===== config.mk =====
export PLATFORM = sky130hd
export DESIGN_NAME = psc_top
export DESIGN_NICKNAME = d
export VERILOG_FILES = /design/src/shared/psc_pkg.sv /design/src/hw/psc_top.sv
export SDC_FILE = /design/constraint.sdc
export NUM_CORES = 1
export LEC_CHECK = 0
export ABC_AREA = 1
export BUFFER_PORTS_ARGS = -buffer_cell sky130_fd_sc_hd__buf_2
export CORE_MARGIN = 1
export CORE_UTILIZATION = 50
export CTS_BUF_LIST = sky130_fd_sc_hd__clkbuf_8
export DETAILED_ROUTE_END_ITERATION = 7
export HOLD_SLACK_MARGIN = 0.02
export PLACE_DENSITY_LB_ADDON = 0.3
export SYNTH_ARGS = -nofsm -noshare
export SYNTH_HDL_FRONTEND = slang
export SYNTH_SLANG_ARGS = --single-unit

===== constraint.sdc =====
create_clock -name core_clk -period 3.25 [get_ports core_clk]
set_input_delay 0.325 -clock core_clk [delete_from_list [all_inputs] [get_ports core_clk]]
set_output_delay 0.325 -clock core_clk [all_outputs]
set_load 0.01 [all_outputs]

===== src/shared/psc_pkg.sv =====
// Constants, register map and state encoding for the pin state controller
package psc_pkg;

    // ************************************************************
    // Register map (byte addresses)
    // ************************************************************
    localparam logic [7:0] PSC_CTRL_OFS   = 8'h00;
    localparam logic [7:0] PSC_PORT5_OFS  = 8'h04;
    localparam logic [7:0] PSC_PORT6_OFS  = 8'h08;
    localparam logic [7:0] PSC_STATUS_OFS = 8'h0C;

    // Control register fields
    localparam int CTRL_MODE_LSB  = 0;
    localparam int CTRL_MODE_W    = 3;
    localparam int CTRL_SLEEP_BIT = 4;
    localparam int CTRL_SWSTB_BIT = 5;
    localparam int CTRL_GRANT_BIT = 6;
    localparam int CTRL_TMREN_BIT = 7;
    localparam int CTRL_TDDR_BIT  = 8;
    localparam int CTRL_TDR_BIT   = 9;
    localparam logic [9:0] CTRL_RST = 10'h001;

    // Port registers: direction bits low byte, output latch bits next byte
    localparam int PORT_DDR_LSB = 0;
    localparam int PORT_DR_LSB  = 8;
    localparam int P5_W = 8;
    localparam int P6_W = 4;

    // Status register fields
    localparam int STAT_STATE_LSB = 0;
    localparam int STAT_RAMOK_BIT = 8;

    // ************************************************************
    // Operating modes and pin roles
    // ************************************************************
    localparam logic [2:0] MODE_1 = 3'h1;
    localparam logic [2:0] MODE_2 = 3'h2;
    localparam logic [2:0] MODE_3 = 3'h3;
    localparam logic [2:0] MODE_4 = 3'h4;
    localparam logic [2:0] MODE_7 = 3'h7;

    typedef enum logic [1:0] {ROLE_ADDR = 2'h0, ROLE_SHARED = 2'h1, ROLE_IO = 2'h2} psc_role_t;

    typedef enum logic [5:0] {
        ST_INIT   = 6'h01,
        ST_HWSTBY = 6'h02,
        ST_RUN    = 6'h04,
        ST_SLEEP  = 6'h08,
        ST_SWSTBY = 6'h10,
        ST_BUSREL = 6'h20
    } psc_state_t;

    // ************************************************************
    // Timing, in half system clock periods and derived cycles
    // ************************************************************
    localparam int ADDR_INIT_HALF = 3;
    localparam int CLK_INIT_HALF  = 1;
    localparam int ADDR_INIT_CYC  = (ADDR_INIT_HALF + 1) / 2;
    localparam int CLK_INIT_CYC   = (CLK_INIT_HALF + 1) / 2;
    localparam int RAM_GUARD_CYC  = 10;
    localparam int CNT_W          = 4;

endpackage


===== src/hw/psc_top.sv =====
// Pin state controller: pin drive, direction and pull-up control per chip state
// Contract
// - Initialisation low puts all general port pins into input, high impedance.
// - Initialisation drives all four strobes high outside mode 7, floats data bus.
// - Mode 1: address low, direction high 1.5 clocks after initialisation seen.
// - Clock output and bus-sync pins become outputs 0.5 clocks after initialisation.
// - Mode 2 initialisation makes address bits 15 to 8 input ports.
// - Kept address-shared pins keep pull-up on when direction 0, latch 1.
// - Software standby resets peripherals; shared pins stop driving and float.
// - Software standby returns timer pin to port; grant output floats.
// - Sleep accepts bus request, grant driven low through bus release.
// - Sleep: address-configured shared pins low, input pins stay floating.
// - Pull-ups off in initialisation, hardware standby and pure address modes.
// - Elsewhere a mode-enabled pull-up is on only for direction 0, latch 1.
// - Software standby and bus release float shared pins, pull-ups kept.
`timescale 1ns/1ps
module psc_top
    import psc_pkg::*;
(
    input  wire logic              core_clk,
    input  wire logic              rstn,
    input  wire logic              psel,
    input  wire logic              penable,
    input  wire logic              pwrite,
    input  wire logic [7:0]        paddr,
    input  wire logic [31:0]       pwdata,
    output logic                   pready,
    output logic [31:0]            prdata,
    output logic                   pslverr,
    input  wire logic              chip_init_n,
    input  wire logic              hw_sleep_pin_n,
    input  wire logic              bus_request_in,
    input  wire logic [19:0]       core_addr,
    input  wire logic [3:0]        core_strobe_n,
    input  wire logic              core_rw,
    input  wire logic              core_data_oe,
    input  wire logic              timer_out,
    output logic [3:0]             strobe_n,
    output logic                   strobe_oe,
    output logic                   rw_out,
    output logic                   rw_oe,
    output logic                   data_oe,
    output logic [7:0]             addr_lo_out,
    output logic                   addr_lo_oe,
    output logic [P5_W-1:0]        p5_out,
    output logic [P5_W-1:0]        p5_oe,
    output logic [P5_W-1:0]        p5_pullup,
    output logic [P6_W-1:0]        p6_out,
    output logic [P6_W-1:0]        p6_oe,
    output logic [P6_W-1:0]        p6_pullup,
    output logic                   clk_pins_oe,
    output logic                   clk_hold_high,
    output logic                   grant_out_n,
    output logic                   grant_oe,
    output logic                   timer_pin_out,
    output logic                   timer_pin_oe,
    output logic                   periph_rst,
    output logic                   ports_oe_en,
    output logic [7:0]             p8_oe
);

    // ************************************************************
    // Registers
    // ************************************************************
    logic [9:0]           ctrl_ff;
    logic [15:0]          port5_ff;
    logic [15:0]          port6_ff;
    psc_state_t           state_ff;
    psc_state_t           nxt_state;
    logic [CNT_W-1:0]     cnt_ff;
    logic [CNT_W-1:0]     nxt_cnt;
    logic [CNT_W-1:0]     guard_ff;
    logic                 ram_ok_ff;
    logic [2:0]           mode;
    logic                 ext_mode;
    psc_role_t            role5;
    psc_role_t            role6;
    logic                 addr_ok;
    logic                 clk_ok;
    logic                 wr_en;

    assign mode     = ctrl_ff[CTRL_MODE_LSB +: CTRL_MODE_W];
    assign ext_mode = (mode != MODE_7);
    assign wr_en    = psel & penable & pready & pwrite;

    // ************************************************************
    // APB slave: one wait-free access phase after setup
    // ************************************************************
    always_ff @(posedge core_clk or negedge rstn)
    begin
        if (!rstn)
        begin
            pready  <= 1'b0;
            prdata  <= 32'h0000_0000;
            pslverr <= 1'b0;
        end
        else
        begin
            pready  <= psel & ~penable;
            pslverr <= 1'b0;
            prdata  <= 32'h0000_0000;
            if (psel && !penable)
            begin
                if (paddr == PSC_CTRL_OFS)
                    prdata <= {22'h00_0000, ctrl_ff};
                else if (paddr == PSC_PORT5_OFS)
                    prdata <= {16'h0000, port5_ff};
                else if (paddr == PSC_PORT6_OFS)
                    prdata <= {16'h0000, port6_ff};
                else if (paddr == PSC_STATUS_OFS)
                    prdata <= {23'h00_0000, ram_ok_ff, 2'h0, state_ff};
                else
                    pslverr <= 1'b1;
            end
        end
    end

    always_ff @(posedge core_clk or negedge rstn)
    begin
        if (!rstn)
        begin
            ctrl_ff  <= CTRL_RST;
            port5_ff <= 16'h0000;
            port6_ff <= 16'h0000;
        end
        else if (wr_en)
        begin
            if (paddr == PSC_CTRL_OFS)
                ctrl_ff <= pwdata[9:0];
            else if (paddr == PSC_PORT5_OFS)
                port5_ff <= pwdata[15:0];
            else if (paddr == PSC_PORT6_OFS)
                port6_ff <= {4'h0, pwdata[11:8], 4'h0, pwdata[3:0]};
        end
    end

    // ************************************************************
    // Chip state sequencing
    // ************************************************************
    always_comb
    begin
        nxt_state = ST_RUN;
        if (!hw_sleep_pin_n)
            nxt_state = ST_HWSTBY;
        else if (!chip_init_n)
            nxt_state = ST_INIT;
        else if (state_ff == ST_INIT || state_ff == ST_HWSTBY)
            nxt_state = ST_RUN;
        else if (bus_request_in && ctrl_ff[CTRL_GRANT_BIT] && ext_mode
                 && (state_ff == ST_RUN || state_ff == ST_SLEEP || state_ff == ST_BUSREL))
            nxt_state = ST_BUSREL;
        else if (ctrl_ff[CTRL_SWSTB_BIT])
            nxt_state = ST_SWSTBY;
        else if (ctrl_ff[CTRL_SLEEP_BIT])
            nxt_state = ST_SLEEP;
        nxt_cnt = '0;
        if (nxt_state == ST_INIT && state_ff == ST_INIT)
            nxt_cnt = (cnt_ff == {CNT_W{1'b1}}) ? cnt_ff : cnt_ff + 1'b1;
    end

    always_ff @(posedge core_clk or negedge rstn)
    begin
        if (!rstn)
        begin
            state_ff <= ST_INIT;
            cnt_ff   <= '0;
        end
        else
        begin
            state_ff <= nxt_state;
            cnt_ff   <= nxt_cnt;
        end
    end

    // Reports whether initialisation led the standby pin by the guard time
    always_ff @(posedge core_clk or negedge rstn)
    begin
        if (!rstn)
        begin
            guard_ff  <= '0;
            ram_ok_ff <= 1'b0;
        end
        else
        begin
            if (chip_init_n)
                guard_ff <= '0;
            else if (guard_ff != {CNT_W{1'b1}})
                guard_ff <= guard_ff + 1'b1;
            if (!hw_sleep_pin_n && state_ff != ST_HWSTBY)
                ram_ok_ff <= (guard_ff >= CNT_W'(RAM_GUARD_CYC));
        end
    end

    assign addr_ok = (nxt_cnt >= CNT_W'(ADDR_INIT_CYC));
    assign clk_ok  = (nxt_cnt >= CNT_W'(CLK_INIT_CYC));

    // ************************************************************
    // Address-shared ports 5 and 6
    // ************************************************************
    always_comb
    begin
        role5 = ROLE_IO;
        role6 = ROLE_IO;
        if (mode == MODE_1 || mode == MODE_3)
            role5 = ROLE_ADDR;
        else if (mode == MODE_2 || mode == MODE_4)
            role5 = ROLE_SHARED;
        if (mode == MODE_3)
            role6 = ROLE_ADDR;
        else if (mode == MODE_4)
            role6 = ROLE_SHARED;
    end

    // Returns {oe, out, pullup} for one shared pin
    function automatic logic [2:0] pin_fn(psc_state_t st, psc_role_t role, logic ddr,
                                          logic dr, logic abit, logic aok);
        logic pu;
        pu = (st != ST_INIT) && (st != ST_HWSTBY) && (role != ROLE_ADDR)
             && !ddr && dr;
        pin_fn = {1'b0, 1'b0, pu};
        case (st)
            ST_INIT:
                pin_fn = {(role == ROLE_ADDR) && aok, 2'b00};
            ST_HWSTBY:
                pin_fn = 3'b000;
            ST_RUN:
                if (role == ROLE_ADDR || (role == ROLE_SHARED && ddr))
                    pin_fn = {1'b1, abit, 1'b0};
                else if (role == ROLE_IO)
                    pin_fn = {ddr, dr, pu};
            ST_SLEEP:
                if (role == ROLE_ADDR || (role == ROLE_SHARED && ddr))
                    pin_fn = 3'b100;
                else if (role == ROLE_IO)
                    pin_fn = {ddr, dr, pu};
            default:
                if (role == ROLE_IO)
                    pin_fn = {ddr, dr, pu};
        endcase
    endfunction

    genvar gi;
    generate
        for (gi = 0; gi < P5_W; gi++)
        begin : g_p5
            always_ff @(posedge core_clk or negedge rstn)
            begin
                if (!rstn)
                    {p5_oe[gi], p5_out[gi], p5_pullup[gi]} <= 3'b000;
                else
                    {p5_oe[gi], p5_out[gi], p5_pullup[gi]} <=
                        pin_fn(nxt_state, role5, port5_ff[PORT_DDR_LSB + gi],
                               port5_ff[PORT_DR_LSB + gi], core_addr[8 + gi], addr_ok);
            end
        end
        for (gi = 0; gi < P6_W; gi++)
        begin : g_p6
            always_ff @(posedge core_clk or negedge rstn)
            begin
                if (!rstn)
                    {p6_oe[gi], p6_out[gi], p6_pullup[gi]} <= 3'b000;
                else
                    {p6_oe[gi], p6_out[gi], p6_pullup[gi]} <=
                        pin_fn(nxt_state, role6, port6_ff[PORT_DDR_LSB + gi],
                               port6_ff[PORT_DR_LSB + gi], core_addr[16 + gi], addr_ok);
            end
        end
    endgenerate

    // ************************************************************
    // Bus strobes, low address, data bus and clock pins
    // ************************************************************
    always_ff @(posedge core_clk or negedge rstn)
    begin
        if (!rstn)
        begin
            strobe_n      <= 4'hF;
            strobe_oe     <= 1'b0;
            rw_out        <= 1'b1;
            rw_oe         <= 1'b0;
            data_oe       <= 1'b0;
            addr_lo_out   <= 8'h00;
            addr_lo_oe    <= 1'b0;
            clk_pins_oe   <= 1'b0;
            clk_hold_high <= 1'b0;
        end
        else
        begin
            strobe_n    <= (nxt_state == ST_RUN) ? core_strobe_n : 4'hF;
            strobe_oe   <= ext_mode && (nxt_state == ST_INIT || nxt_state == ST_RUN
                                        || nxt_state == ST_SLEEP);
            data_oe     <= ext_mode && (nxt_state == ST_RUN) && core_data_oe;
            rw_out      <= (nxt_state == ST_RUN) ? core_rw : 1'b1;
            rw_oe       <= ext_mode && ((nxt_state == ST_INIT && addr_ok)
                                        || nxt_state == ST_RUN || nxt_state == ST_SLEEP);
            addr_lo_out <= (nxt_state == ST_RUN) ? core_addr[7:0] : 8'h00;
            addr_lo_oe  <= ext_mode && ((nxt_state == ST_INIT && addr_ok)
                                        || nxt_state == ST_RUN || nxt_state == ST_SLEEP);
            clk_pins_oe <= (nxt_state == ST_INIT) ? clk_ok :
                           (nxt_state != ST_HWSTBY);
            clk_hold_high <= (nxt_state == ST_SWSTBY);
        end
    end

    // ************************************************************
    // Grant, timer pin, peripheral reset and port enables
    // ************************************************************
    always_ff @(posedge core_clk or negedge rstn)
    begin
        if (!rstn)
        begin
            grant_out_n   <= 1'b1;
            grant_oe      <= 1'b0;
            timer_pin_out <= 1'b0;
            timer_pin_oe  <= 1'b0;
            periph_rst    <= 1'b1;
            ports_oe_en   <= 1'b0;
            p8_oe         <= 8'h00;
        end
        else
        begin
            grant_out_n  <= (nxt_state != ST_BUSREL);
            grant_oe     <= ctrl_ff[CTRL_GRANT_BIT] && ext_mode
                            && (nxt_state == ST_RUN || nxt_state == ST_SLEEP
                                || nxt_state == ST_BUSREL);
            if (nxt_state == ST_RUN && ctrl_ff[CTRL_TMREN_BIT])
            begin
                timer_pin_out <= timer_out;
                timer_pin_oe  <= 1'b1;
            end
            else
            begin
                timer_pin_out <= ctrl_ff[CTRL_TDR_BIT];
                timer_pin_oe  <= ctrl_ff[CTRL_TDDR_BIT] && nxt_state != ST_INIT
                                 && nxt_state != ST_HWSTBY;
            end
            periph_rst  <= (nxt_state == ST_INIT || nxt_state == ST_SWSTBY
                            || nxt_state == ST_HWSTBY);
            ports_oe_en <= (nxt_state != ST_INIT && nxt_state != ST_HWSTBY);
            p8_oe       <= 8'h00;
        end
    end

    // ************************************************************
    // Checks
    // ************************************************************
    init_float_a: assert property (@(posedge core_clk) disable iff (!rstn)
        !chip_init_n && hw_sleep_pin_n |=> !ports_oe_en && !data_oe && (strobe_n == 4'hF)
        && (p5_oe & ~{P5_W{$past(addr_ok)}}) == '0)
        else $error("init did not float ports");
    init_strobe_a: assert property (@(posedge core_clk) disable iff (!rstn)
        ext_mode && $stable(ctrl_ff) && !chip_init_n && hw_sleep_pin_n |=> strobe_oe)
        else $error("strobes not driven in init");
    addr_delay_a: assert property (@(posedge core_clk) disable iff (!rstn)
        $rose(state_ff == ST_INIT) && ext_mode && $stable(ctrl_ff)
        ##0 (!chip_init_n && hw_sleep_pin_n)[*3] |-> addr_lo_oe && rw_oe && rw_out
        && addr_lo_out == 8'h00 && !$past(addr_lo_oe) && $past(clk_pins_oe))
        else $error("address init delay wrong");
    clk_delay_a: assert property (@(posedge core_clk) disable iff (!rstn)
        $rose(state_ff == ST_INIT) ##1 (!chip_init_n && hw_sleep_pin_n) |-> clk_pins_oe)
        else $error("clock pins late");
    mode2_in_a: assert property (@(posedge core_clk) disable iff (!rstn)
        state_ff == ST_INIT && mode == MODE_2 |-> p5_oe == '0)
        else $error("mode 2 high address driven");
    pullup_rule_a: assert property (@(posedge core_clk) disable iff (!rstn)
        $stable(port5_ff) && $stable(ctrl_ff) && !(state_ff inside {ST_INIT, ST_HWSTBY})
        && role5 != ROLE_ADDR |-> p5_pullup == (~port5_ff[7:0] & port5_ff[15:8]))
        else $error("pull-up state wrong");
    pullup_off_a: assert property (@(posedge core_clk) disable iff (!rstn)
        state_ff inside {ST_INIT, ST_HWSTBY} || $past(role5 == ROLE_ADDR) |-> p5_pullup == '0)
        else $error("pull-up on when forbidden");
    swstb_per_a: assert property (@(posedge core_clk) disable iff (!rstn)
        state_ff == ST_SWSTBY |-> periph_rst && !grant_oe && clk_pins_oe && clk_hold_high)
        else $error("standby peripheral state");
    grant_low_a: assert property (@(posedge core_clk) disable iff (!rstn)
        state_ff == ST_BUSREL |-> !grant_out_n && grant_oe && !addr_lo_oe)
        else $error("grant not low in release");
    sleep_addr_a: assert property (@(posedge core_clk) disable iff (!rstn)
        state_ff == ST_SLEEP && $stable(ctrl_ff) && role5 == ROLE_ADDR |-> p5_oe == '1
        && p5_out == '0)
        else $error("sleep address not low");
    hwstby_a: assert property (@(posedge core_clk) disable iff (!rstn)
        state_ff == ST_HWSTBY |-> p5_oe == '0 && p6_oe == '0 && !strobe_oe
        && !addr_lo_oe && !clk_pins_oe && !timer_pin_oe)
        else $error("hardware standby drives pin");
    input_only_a: assert property (@(posedge core_clk) disable iff (!rstn)
        p8_oe == 8'h00)
        else $error("input-only port driven");

endmodule


Yosys cells after proc, flatten, opt, wreduce, memory -nomap -nowiden
Cells that the tools add are included.
- mux-type cells: 78
- order comparisons: 3
- add/sub/neg operators: 2
- bitwise logic cells: 7
- eq/ne operators: 29
- reduce and logical (&&, ||, !) cells: 105
- operator list (cell ; count):
    $pmux W3 S4 ; 12
    $mux W3 ; 36
    $mux W32 ; 3
    $logic_and A1 B1 Y1 ; 57
    $logic_or A1 B1 Y1 ; 25
    $mux W4 ; 6
    $mux W6 ; 4
    $eq A8 B4 Y1 const B ; 2
    $logic_not A1 Y1 ; 14
    $eq A6 B1 Y1 const B ; 2
    $eq A6 B2 Y1 const B ; 2
    $eq A6 B3 Y1 const B ; 2
    $eq A6 B4 Y1 const B ; 2
    $eq A6 B6 Y1 const B ; 2
    $mux W12 ; 1
    $ne A6 B2 Y1 const B ; 2
    $mux W1 ; 9
    $mux W9 ; 1
    $add A4 B1 Y4 const B ; 2
    $eq A8 B3 Y1 const B ; 1
    $logic_not A8 Y1 ; 1
    $mux W2 ; 4
    $mux W8 ; 1
    $eq A3 B2 Y1 const B ; 2
    other kinds (21) ; 31
- output and inout port bits: 103
- word-level logic and storage cells: 284
- register bits: 143
- input bits: 75

Depth between registers and ports, before layout
Gate-level depths: netlist of the first run.
- word-level depth: 16
- depth in mapped cells: 13
- depth with buffers taken out: 12

Worst setup path before layout of the first run
Ideal clock, no wire load.
- path kind: flip-flop to flip-flop
- from: register ctrl_ff[0]
- to: register p6_out[0]
- required time: 3120 ps
- period minus slack after synthesis: 1502 ps
- stages on the path, launching flop included: 8
- path buffers: 0
- setup slack: 1748 ps
- arrival time: 1372 ps
- library setup time: 130 ps
- cells stage by stage: dfstp_2 -> inv_1 -> nor2_1 -> nand2_1 -> nand2_4 -> nor2_1 -> o211ai_1 -> nand3_1
- longest elaborated chain between the ends: 9
- elaborated cells on any way between the ends: 24
- classes of those cells: eq/ne (9); mux (10); reduce/logical (5)
- RTL lines (element ; line ; text):
    start: declaration ; psc_top.sv:65 ; logic [9:0] ctrl_ff;
    start signal: assignment ; psc_top.sv:129 ; ctrl_ff <= pwdata[9:0];
    $ne A3 B3 Y1 ; psc_top.sv:83 ; assign ext_mode = (mode != MODE_7);
    $logic_and A1 B1 Y1 ; psc_top.sv:149 ; else if (bus_request_in && ctrl_ff[CTRL_GRANT_BIT] && ext_mode
    $logic_and A1 B1 Y1 ; psc_top.sv:150 ; && (state_ff == ST_RUN || state_ff == ST_SLEEP || state_ff == ST_BUSREL))
    $mux W6 ; psc_top.sv:149 ;
    $mux W6 ; psc_top.sv:147 ; else if (state_ff == ST_INIT || state_ff == ST_HWSTBY)
    $mux W6 ; psc_top.sv:145 ; else if (!chip_init_n)
    $mux W6 ; psc_top.sv:143 ; if (!hw_sleep_pin_n)
    $eq A6 B4 Y1, or another cell as far along ; psc_top.sv:221 ; case (st)
    $pmux W3 S4 (*) ; psc_top.sv:221 ;
    end signal: indexed assignment ; psc_top.sv:263 ; {p6_oe[gi], p6_out[gi], p6_pullup[gi]} <=
    end: declaration ; psc_top.sv:48 ; output logic [P6_W-1:0] p6_out,
Every way passes the cells marked *; elsewhere a longest branch is shown, timed or not.
A chain may end at the register's enable or synchronous reset.

Worst setup path after layout of the first run
- from: register state_ff[0]
- to: register grant_oe
- longest elaborated chain between the ends: 12
- elaborated cells on any way between the ends: 19
- classes of those cells: eq/ne (8); mux (4); reduce/logical (7)
- RTL lines (element ; line ; text):
    start: declaration ; psc_top.sv:68 ; psc_state_t state_ff;
    start signal: assignment ; psc_top.sv:170 ; state_ff <= nxt_state;
    $eq A6 B3 Y1 or $eq A6 B4 Y1 (tied branches) ; psc_top.sv:150 ;
    $logic_or A1 B1 Y1 (2 in series) ; psc_top.sv:150 ;
    $logic_and A1 B1 Y1 ; psc_top.sv:150 ;
    $mux W6 ; psc_top.sv:149 ;
    $mux W6 (*) ; psc_top.sv:147 ;
    $mux W6 (*) ; psc_top.sv:145 ;
    $mux W6 (*) ; psc_top.sv:143 ;
    $eq A6 B3 Y1 or $eq A6 B4 Y1 (tied branches) ; psc_top.sv:324 ; && (nxt_state == ST_RUN || nxt_state == ST_SLEEP
    $logic_or A1 B1 Y1 ; psc_top.sv:324 ;
    $logic_or A1 B1 Y1 (*) ; psc_top.sv:325 ; || nxt_state == ST_BUSREL);
    $logic_and A1 B1 Y1 (*) ; psc_top.sv:324 ;
    end signal: assignment ; psc_top.sv:323 ; grant_oe <= ctrl_ff[CTRL_GRANT_BIT] && ext_mode
    end: declaration ; psc_top.sv:54 ; output logic grant_oe,
Marked as above.

==> results of run 1 <==
[kinds of logic after synthesis]
family	Yosys count
other	1
buffers and inverters	141
AND/OR/NAND/NOR	333
adder cells (fa/ha/maj)	3
XOR/XNOR	1
multiplexers	4
AO/OA/AOI/OAI	75
flip-flops	127
[registers in the layout, summed over array words and instances (netlist names), 6 cells and up]
register / flops
state_ff: 6
port6_ff: 8
ctrl_ff: 10
p5_out: 8
p5_pullup: 8
p5_oe: 8
prdata: 16
port5_ff: 16
addr_lo_out: 8
[path summary, 6_finish.rpt]
kind / to / slack (ns) / cells past startpoint
worst max-delay path: grant_oe$_DFF_PN0_ / 0.96 / 8
min in group asynchronous: p5_oe[5]$_DFF_PN0_ / 0.38 / 2
worst min register to register: p5_pullup[5]$_DFF_PN0_ / 0.48 / 1
worst max register to register: grant_oe$_DFF_PN0_ / 0.96 / 8
worst min-delay path: strobe_n[1]$_DFF_PN1_ / 0.07 / 2
max in group asynchronous: ctrl_ff[0]$_DFFE_PN1P_ / 2.03 / 3
[repair_timing]
action | in CTS | in global routing
buffers inserted | 0 | 0
hold buffers | 1 | 0
endpoints found under the hold margin | 36 | 0
resized for setup | 0 | 0
[through the flow]
step | hold slack [ns] | cells | util [%] | power, uW
after floorplan | 0.0294 | 708 | - | 1760
after global placement | 0.304 | 942 | 57.8 | 1830
after detailed placement | 0.322 | 942 | 57.8 | 1840
after CTS | 0.0476 | 975 | 61.5 | 3290
after global routing | 0.0447 | 975 | 61.5 | 3380
final | 0.0662 | 975 | 61.5 | 3270
[power by group]
| group | leakage, uW | switching (uW) | internal, uW |
|---|---|---|---|
| Combinational | 0.00200 | 135 | 60.8 |
| Sequential | 0.00172 | 11.3 | 1600 |
| Clock | 0.000214 | 656 | 802 |
| Total | 0.00394 | 802 | 2460 |
[critical path: cells and delay by family, from the launching register on]
family,cells,cell delay (ns)
simple gates,5,0.85
buf+inv,2,0.67
flops,1,0.55
compound gates,1,0.15
[cells in the final DEF, fill, tap and decap left out, types with 4 or more instances in the layout]
cell | netlist | final
a21oi_1 | 6 | 6
a31o_2 | 6 | 6
buf_2 | 11 | 136
clkbuf_8 | 0 | 19
conb_1 | 1 | 24
dfrtp_1 | 118 | 118
dfstp_2 | 9 | 9
inv_1 | 87 | 88
mux2_2 | 4 | 4
nand2_1 | 126 | 126
nand2_2 | 6 | 6
nand2_4 | 5 | 5
nand3_1 | 64 | 64
nand3_2 | 5 | 5
nand4_1 | 27 | 27
nor2_1 | 71 | 71
nor3_1 | 17 | 17
o211ai_1 | 5 | 5
o21a_1 | 4 | 4
o21ai_0 | 31 | 31
o21ai_2 | 8 | 8
o221ai_1 | 5 | 5
or2_1 | 5 | 5
[final cells by class]
type,count,area (um^2)
well taps,143,179
repair buffers,141,733
multi-input cells,440,2250
inverters,92,347
fillers,1027,4450
clock inverters,13,163
clock buffers,19,262
flip-flops and latches,127,3190
[layer usage]
layer	wire (um)	share of wire, %
met1	6580	43
met2	7110	46
met3	1320	8.5
met4	415	2.7
met5	0	0
==> flow_summary.yaml, run 1 <==
placed_design:
  pre_cts_slack_ns: 1.00
  port_buffers: 137
  dp_hpwl_mm: 11.0
  place.gp.congestion: 0.903
  placed_cell_area_um2: 6680
clocking:
  clock_tree.root_cell: "clkbuf_8"
  htree_levels: 4
  cts_inserted_buffers: 17
  clk_latency_ns: 0.45
  cts_max_path_buffers: 2
  clk_pin_slew_ns: 0.08
  cts.sinks: 127
  tritoncts: "done"
sta:
  fin_skew_ns: 0.0129
  worst_pin_slew_ns: 0.883
  min_period_ns: 2.29
  post-route-period-util_pct: 70.5
  maxSlewViolCount: 0
  rsz0062_at_grt: "false"
  finalSetupViolCount: 0
  setup_tns_ns: 0
  setup_ws_ns: 0.958
  hold_viol: 0
  relSlewSlack_pct: 40.9
  fmax_ghz: 0.436
routing:
  via_count: 5148
  dr.pass1.iters: 7
  drt_iter0_markers: 426
  vias_per_cell: 5.28
  wl_per_cell_um: 15.8
  detail-route-antenna-nets: 0
  wl_mm: 15.4
  drc: 15
yosys:
  synthTopCellsByArea: "dfrtp_1 49%, nand2_1 7.9%, inv_1 5.4%"
  synth_common_cells: "126 x nand2_1, 118 x dfrtp_1, 87 x inv_1"
  syn_area_um2: 6020
  synth_mux_area_share_pct: 0.748
  synth_compound_area_share_pct: 8.27
  ys_seq_area_share_pct: 53.0
  synth_warnings: 0
  syn_area_per_cell_um2: 8.79
  postSynthCellCount: 685
  ys_types: 42
  synth_area_leader_cell: "dfrtp_1"
  synth_xor_area_share_pct: 0.145
  yosysMostFrequentCell: "nand2_1"
  ys_async_sr_fraction_pct: 100
  ys.flop_type: "dfrtp_1"
  synth_edf_count: 0
  synthSimpleGateAreaFrac_pct: 26.0
  synth_top_area_share_pct: 49.0
  ys_seq_elements: 127
  synth_top_family_by_area: "simple AND/OR/NAND/NOR gates"
  synthAdderAreaFrac_pct: 0.623
global_route:
  grtUsageTotal_pct: 26.0
  grtUsageMet1_pct: 35.0
  grt_overflow: 0
  antenna_found_initial: 0
  grt_use_met2_pct: 39.4
  grt_max_degree: 61
  grt-busiest-layer: "met2"
  use_met3_pct: 7.19
  grt_pass1_wl_mm: 24.9
  grt_pass1_vias: 4956
run_status:
  outcome: "complete, but fails checks"
  violations: "design-rule violations"
critical_path:
  cp_max_fo: 25
  r2r-start: "state_ff[0]$_DFF_PN1_"
  critPathMaxStageDelay_ns: 0.62
  worstSetupStartpoint: "state_ff[0]$_DFF_PN1_"
  critPathSlowestCell: "clkinv_1"
  setup.worst_path.class: "register to register"
  end_kind: "register"
  cp-start-kind: "register"
  crit_path_frequent_cell: "nor2_1"
  crit_chain: "inv_1, nor2_1, nand3_1, nand3_2, clkinv_1, nand2_1, o21ai_0, nor2_1"
  crit_required_ns: 3.62
  crit_arrival_ns: 2.66
min_path:
  worstHoldStart: "core_strobe_n[1]"
  min_path_type: "primary input to register"
layout:
  syn2layout_area_growth_pct: 18.2
  n_antenna_cell: 0
  drive_above_1_share_pct: 27.2
  final_cell_area_um2: 7120
  fin_nets: 897
pwr:
  power_density_nw_per_um2: 459
  ir_worst_vdd_mv: 0.212
  p_leak_uw: 0.00394
die:
  die_area_um2: 12500
  placementRows: 39
  die_h_um: 112
  die_w_um: 112
  start_util_pct: 52.1
  io_pins: 178
  core_area_um2: 11600
run:
  maxCapViolCount: 0
(Power assumes the default switching activity.)
==> inputs of run 2 (changes only) <==
- clock period: 3.25 -> 2.2 ns (I/O delays scaled with it)
==> run 2 against run 1 <==
The flow still finishes with violations (design-rule violations). Total power rose by 49%. Utilization rose by 2.6 points. Global-route usage rose by 0.91 points. Clock-buffer cell count fell by 2. Cell count rose by 3.3%. Sequential share of layout area fell by 1.8 points. Combinational power rose by 67%. Largest power group unchanged.
==> flow_summary.yaml, run 2 (same netlist as run 1, synthesis figures left out) <==
run_status:
  outcome: "complete, but fails checks"
  violations: "design-rule violations"
die:
  core_area_um2: 11600
  die_area_um2: 12500
  placementRows: 39
  start_util_pct: 52.1
  io_pins: 178
  die_w_um: 112
  die_h_um: 112
clocking:
  htree_levels: 4
  clock_tree.root_cell: "clkbuf_8"
  cts_inserted_buffers: 17
  ctsResizeCount: 0
  tritoncts: "done"
  clk_pin_slew_ns: 0.08
  cts.sinks: 127
  clk_latency_ns: 0.45
  cts_max_path_buffers: 2
global_route:
  grt_max_degree: 59
  antenna_found_initial: 0
  grt_pass1_vias: 5160
  grt_overflow: 0
  grtUsageTotal_pct: 26.9
  grt_pass1_wl_mm: 25.5
critical_path:
  cp_max_fo: 8
  critPathMaxStageDelay_ns: 0.43
  cp_num_buf_inv: 1
  crit_arrival_ns: 2.17
  crit_family: "simple AND/OR/NAND/NOR gates"
  cp-start-kind: "register"
  crit_required_ns: 2.49
  crit_chain: "ha_1, nand3_1, nand2_1, o21ai_0, inv_1, nand2_1, nand3_1, nand2_2, nand4_1"
  critPathSlowestCell: "dfrtp_1"
  setup.worst_path.class: "register to register"
  end_kind: "register"
run:
  maxCapViolCount: 0
sta:
  hold_viol: 0
  finalSetupViolCount: 0
  relSlewSlack_pct: 57.9
  post-route-period-util_pct: 85.4
  hold_slack_ns: 0.0499
  fmax_ghz: 0.532
  fin_skew_ns: 0.00941
  worst_pin_slew_ns: 0.627
  rsz0062_at_grt: "false"
  maxSlewViolCount: 0
  min_period_ns: 1.88
  setup_tns_ns: 0
placed_design:
  place.gp.congestion: 0.892
  placed_cells: 950
  dp_hpwl_mm: 11.1
  port_buffers: 137
layout:
  layout_commonest_cell: "buf_2"
  layout_common_cells: "136 x buf_2, 126 x nand2_1, 118 x dfrtp_1, 88 x inv_1, 71 x nor2_1"
  fin_nets: 929
  reg_top3: "port5_ff (16), prdata (16), ctrl_ff (10)"
  n_antenna_cell: 0
  drive_above_1_share_pct: 27.1
  layout.cells.non_filler: 1007
  syn2layout_area_growth_pct: 23.3
routing:
  via_count: 5296
  wl_mm: 15.8
  wl_per_cell_um: 15.7
  detail-route-antenna-nets: 0
  drt_iter0_markers: 474
  drc: 15
  dr.pass1.iters: 7
  vias_per_cell: 5.26
pwr:
  p_leak_uw: 0.00407
  ir_worst_vdd_mv: 0.393
  power_density_nw_per_um2: 657
min_path:
  min_path_type: "primary input to register"
-- run 2: changes by cell type in the layout (fill, tap and decap cells not counted) --
cell           delta
clkinv_2          +1
bufinv_16         +1
clkinv_4          -3
buf_4             +8
dlygate4sd3_1    +24
clkbuf_8          -2
clkinvlp_4        +3
-- run 2: where the power goes --
group	switching, uW	internal [uW]	total [uW]
clock network	941	1230	2170
registers	15.9	2370	2380
logic	207	122	328
-- run 2: worst reg2reg max path, stage by stage, from the launching register on --
cell and delay [ns]:
dfrtp_1 0.43, ha_1 0.23, nand3_1 0.18, nand2_1 0.08
o21ai_0 0.07, inv_1 0.06, nand2_1 0.07, nand3_1 0.19
nand2_2 0.22, nand4_1 0.17
-- run 2: final cells by class --
cell class	count	area (um^2)
Multi-Input combinational cell	440	2250
Clock inverter	15	194
Clock buffer	17	234
Fill cell	967	4140
Sequential cell	127	3190
Tap cell	143	179
Timing Repair Buffer	173	1030
Inverter	92	347
-- run 2: per-stage QoR --
stage                     worst slack [ns]  instance area, um^2  utilization [%]  total power, uW
after detailed placement             0.365                 6740             58.3             2720
final                                0.321                 7420             64.2             4880
after CTS                            0.350                 7420             64.2             4920
after global placement               0.404                 6740             58.3             2710
after floorplan                      0.698                 6110                -             2590
after global routing                 0.194                 7420             64.2             5070
-- run 2: metal layers --
metal | track usage [%] | wire length (um)
met5 | 0 | 0
met4 | 11.5 | 279
met3 | 7.08 | 1310
met2 | 43.1 | 7650
met1 | 34.6 | 6520
-- run 2: worst paths after layout --
check | depth (start not counted) | start | end | slack (ns)
min in group asynchronous | 2 | rstn | ctrl_ff[5]$_DFFE_PN0P_ | 0.27
min reg2reg | 1 | port5_ff[5]$_DFFE_PN0P_ | p5_pullup[5]$_DFF_PN0_ | 0.48
max | 9 | cnt_ff[0]$_DFF_PN0_ | p5_oe[5]$_DFF_PN0_ | 0.32
max in group asynchronous | 3 | rstn | prdata[10]$_DFF_PN0_ | 1.11
max reg2reg | 9 | cnt_ff[0]$_DFF_PN0_ | p5_oe[5]$_DFF_PN0_ | 0.32
min | 3 | pwdata[7] | port5_ff[7]$_DFFE_PN0P_ | 0.05
-- run 2: timing repair --
| item | CTS | global route |
|---|---|---|
| hold endpoints to repair | 56 | 0 |
| hold buffers | 25 | 0 |
| endpoints found under the setup margin | 0 | 0 |
| setup buffers | 0 | 0 |
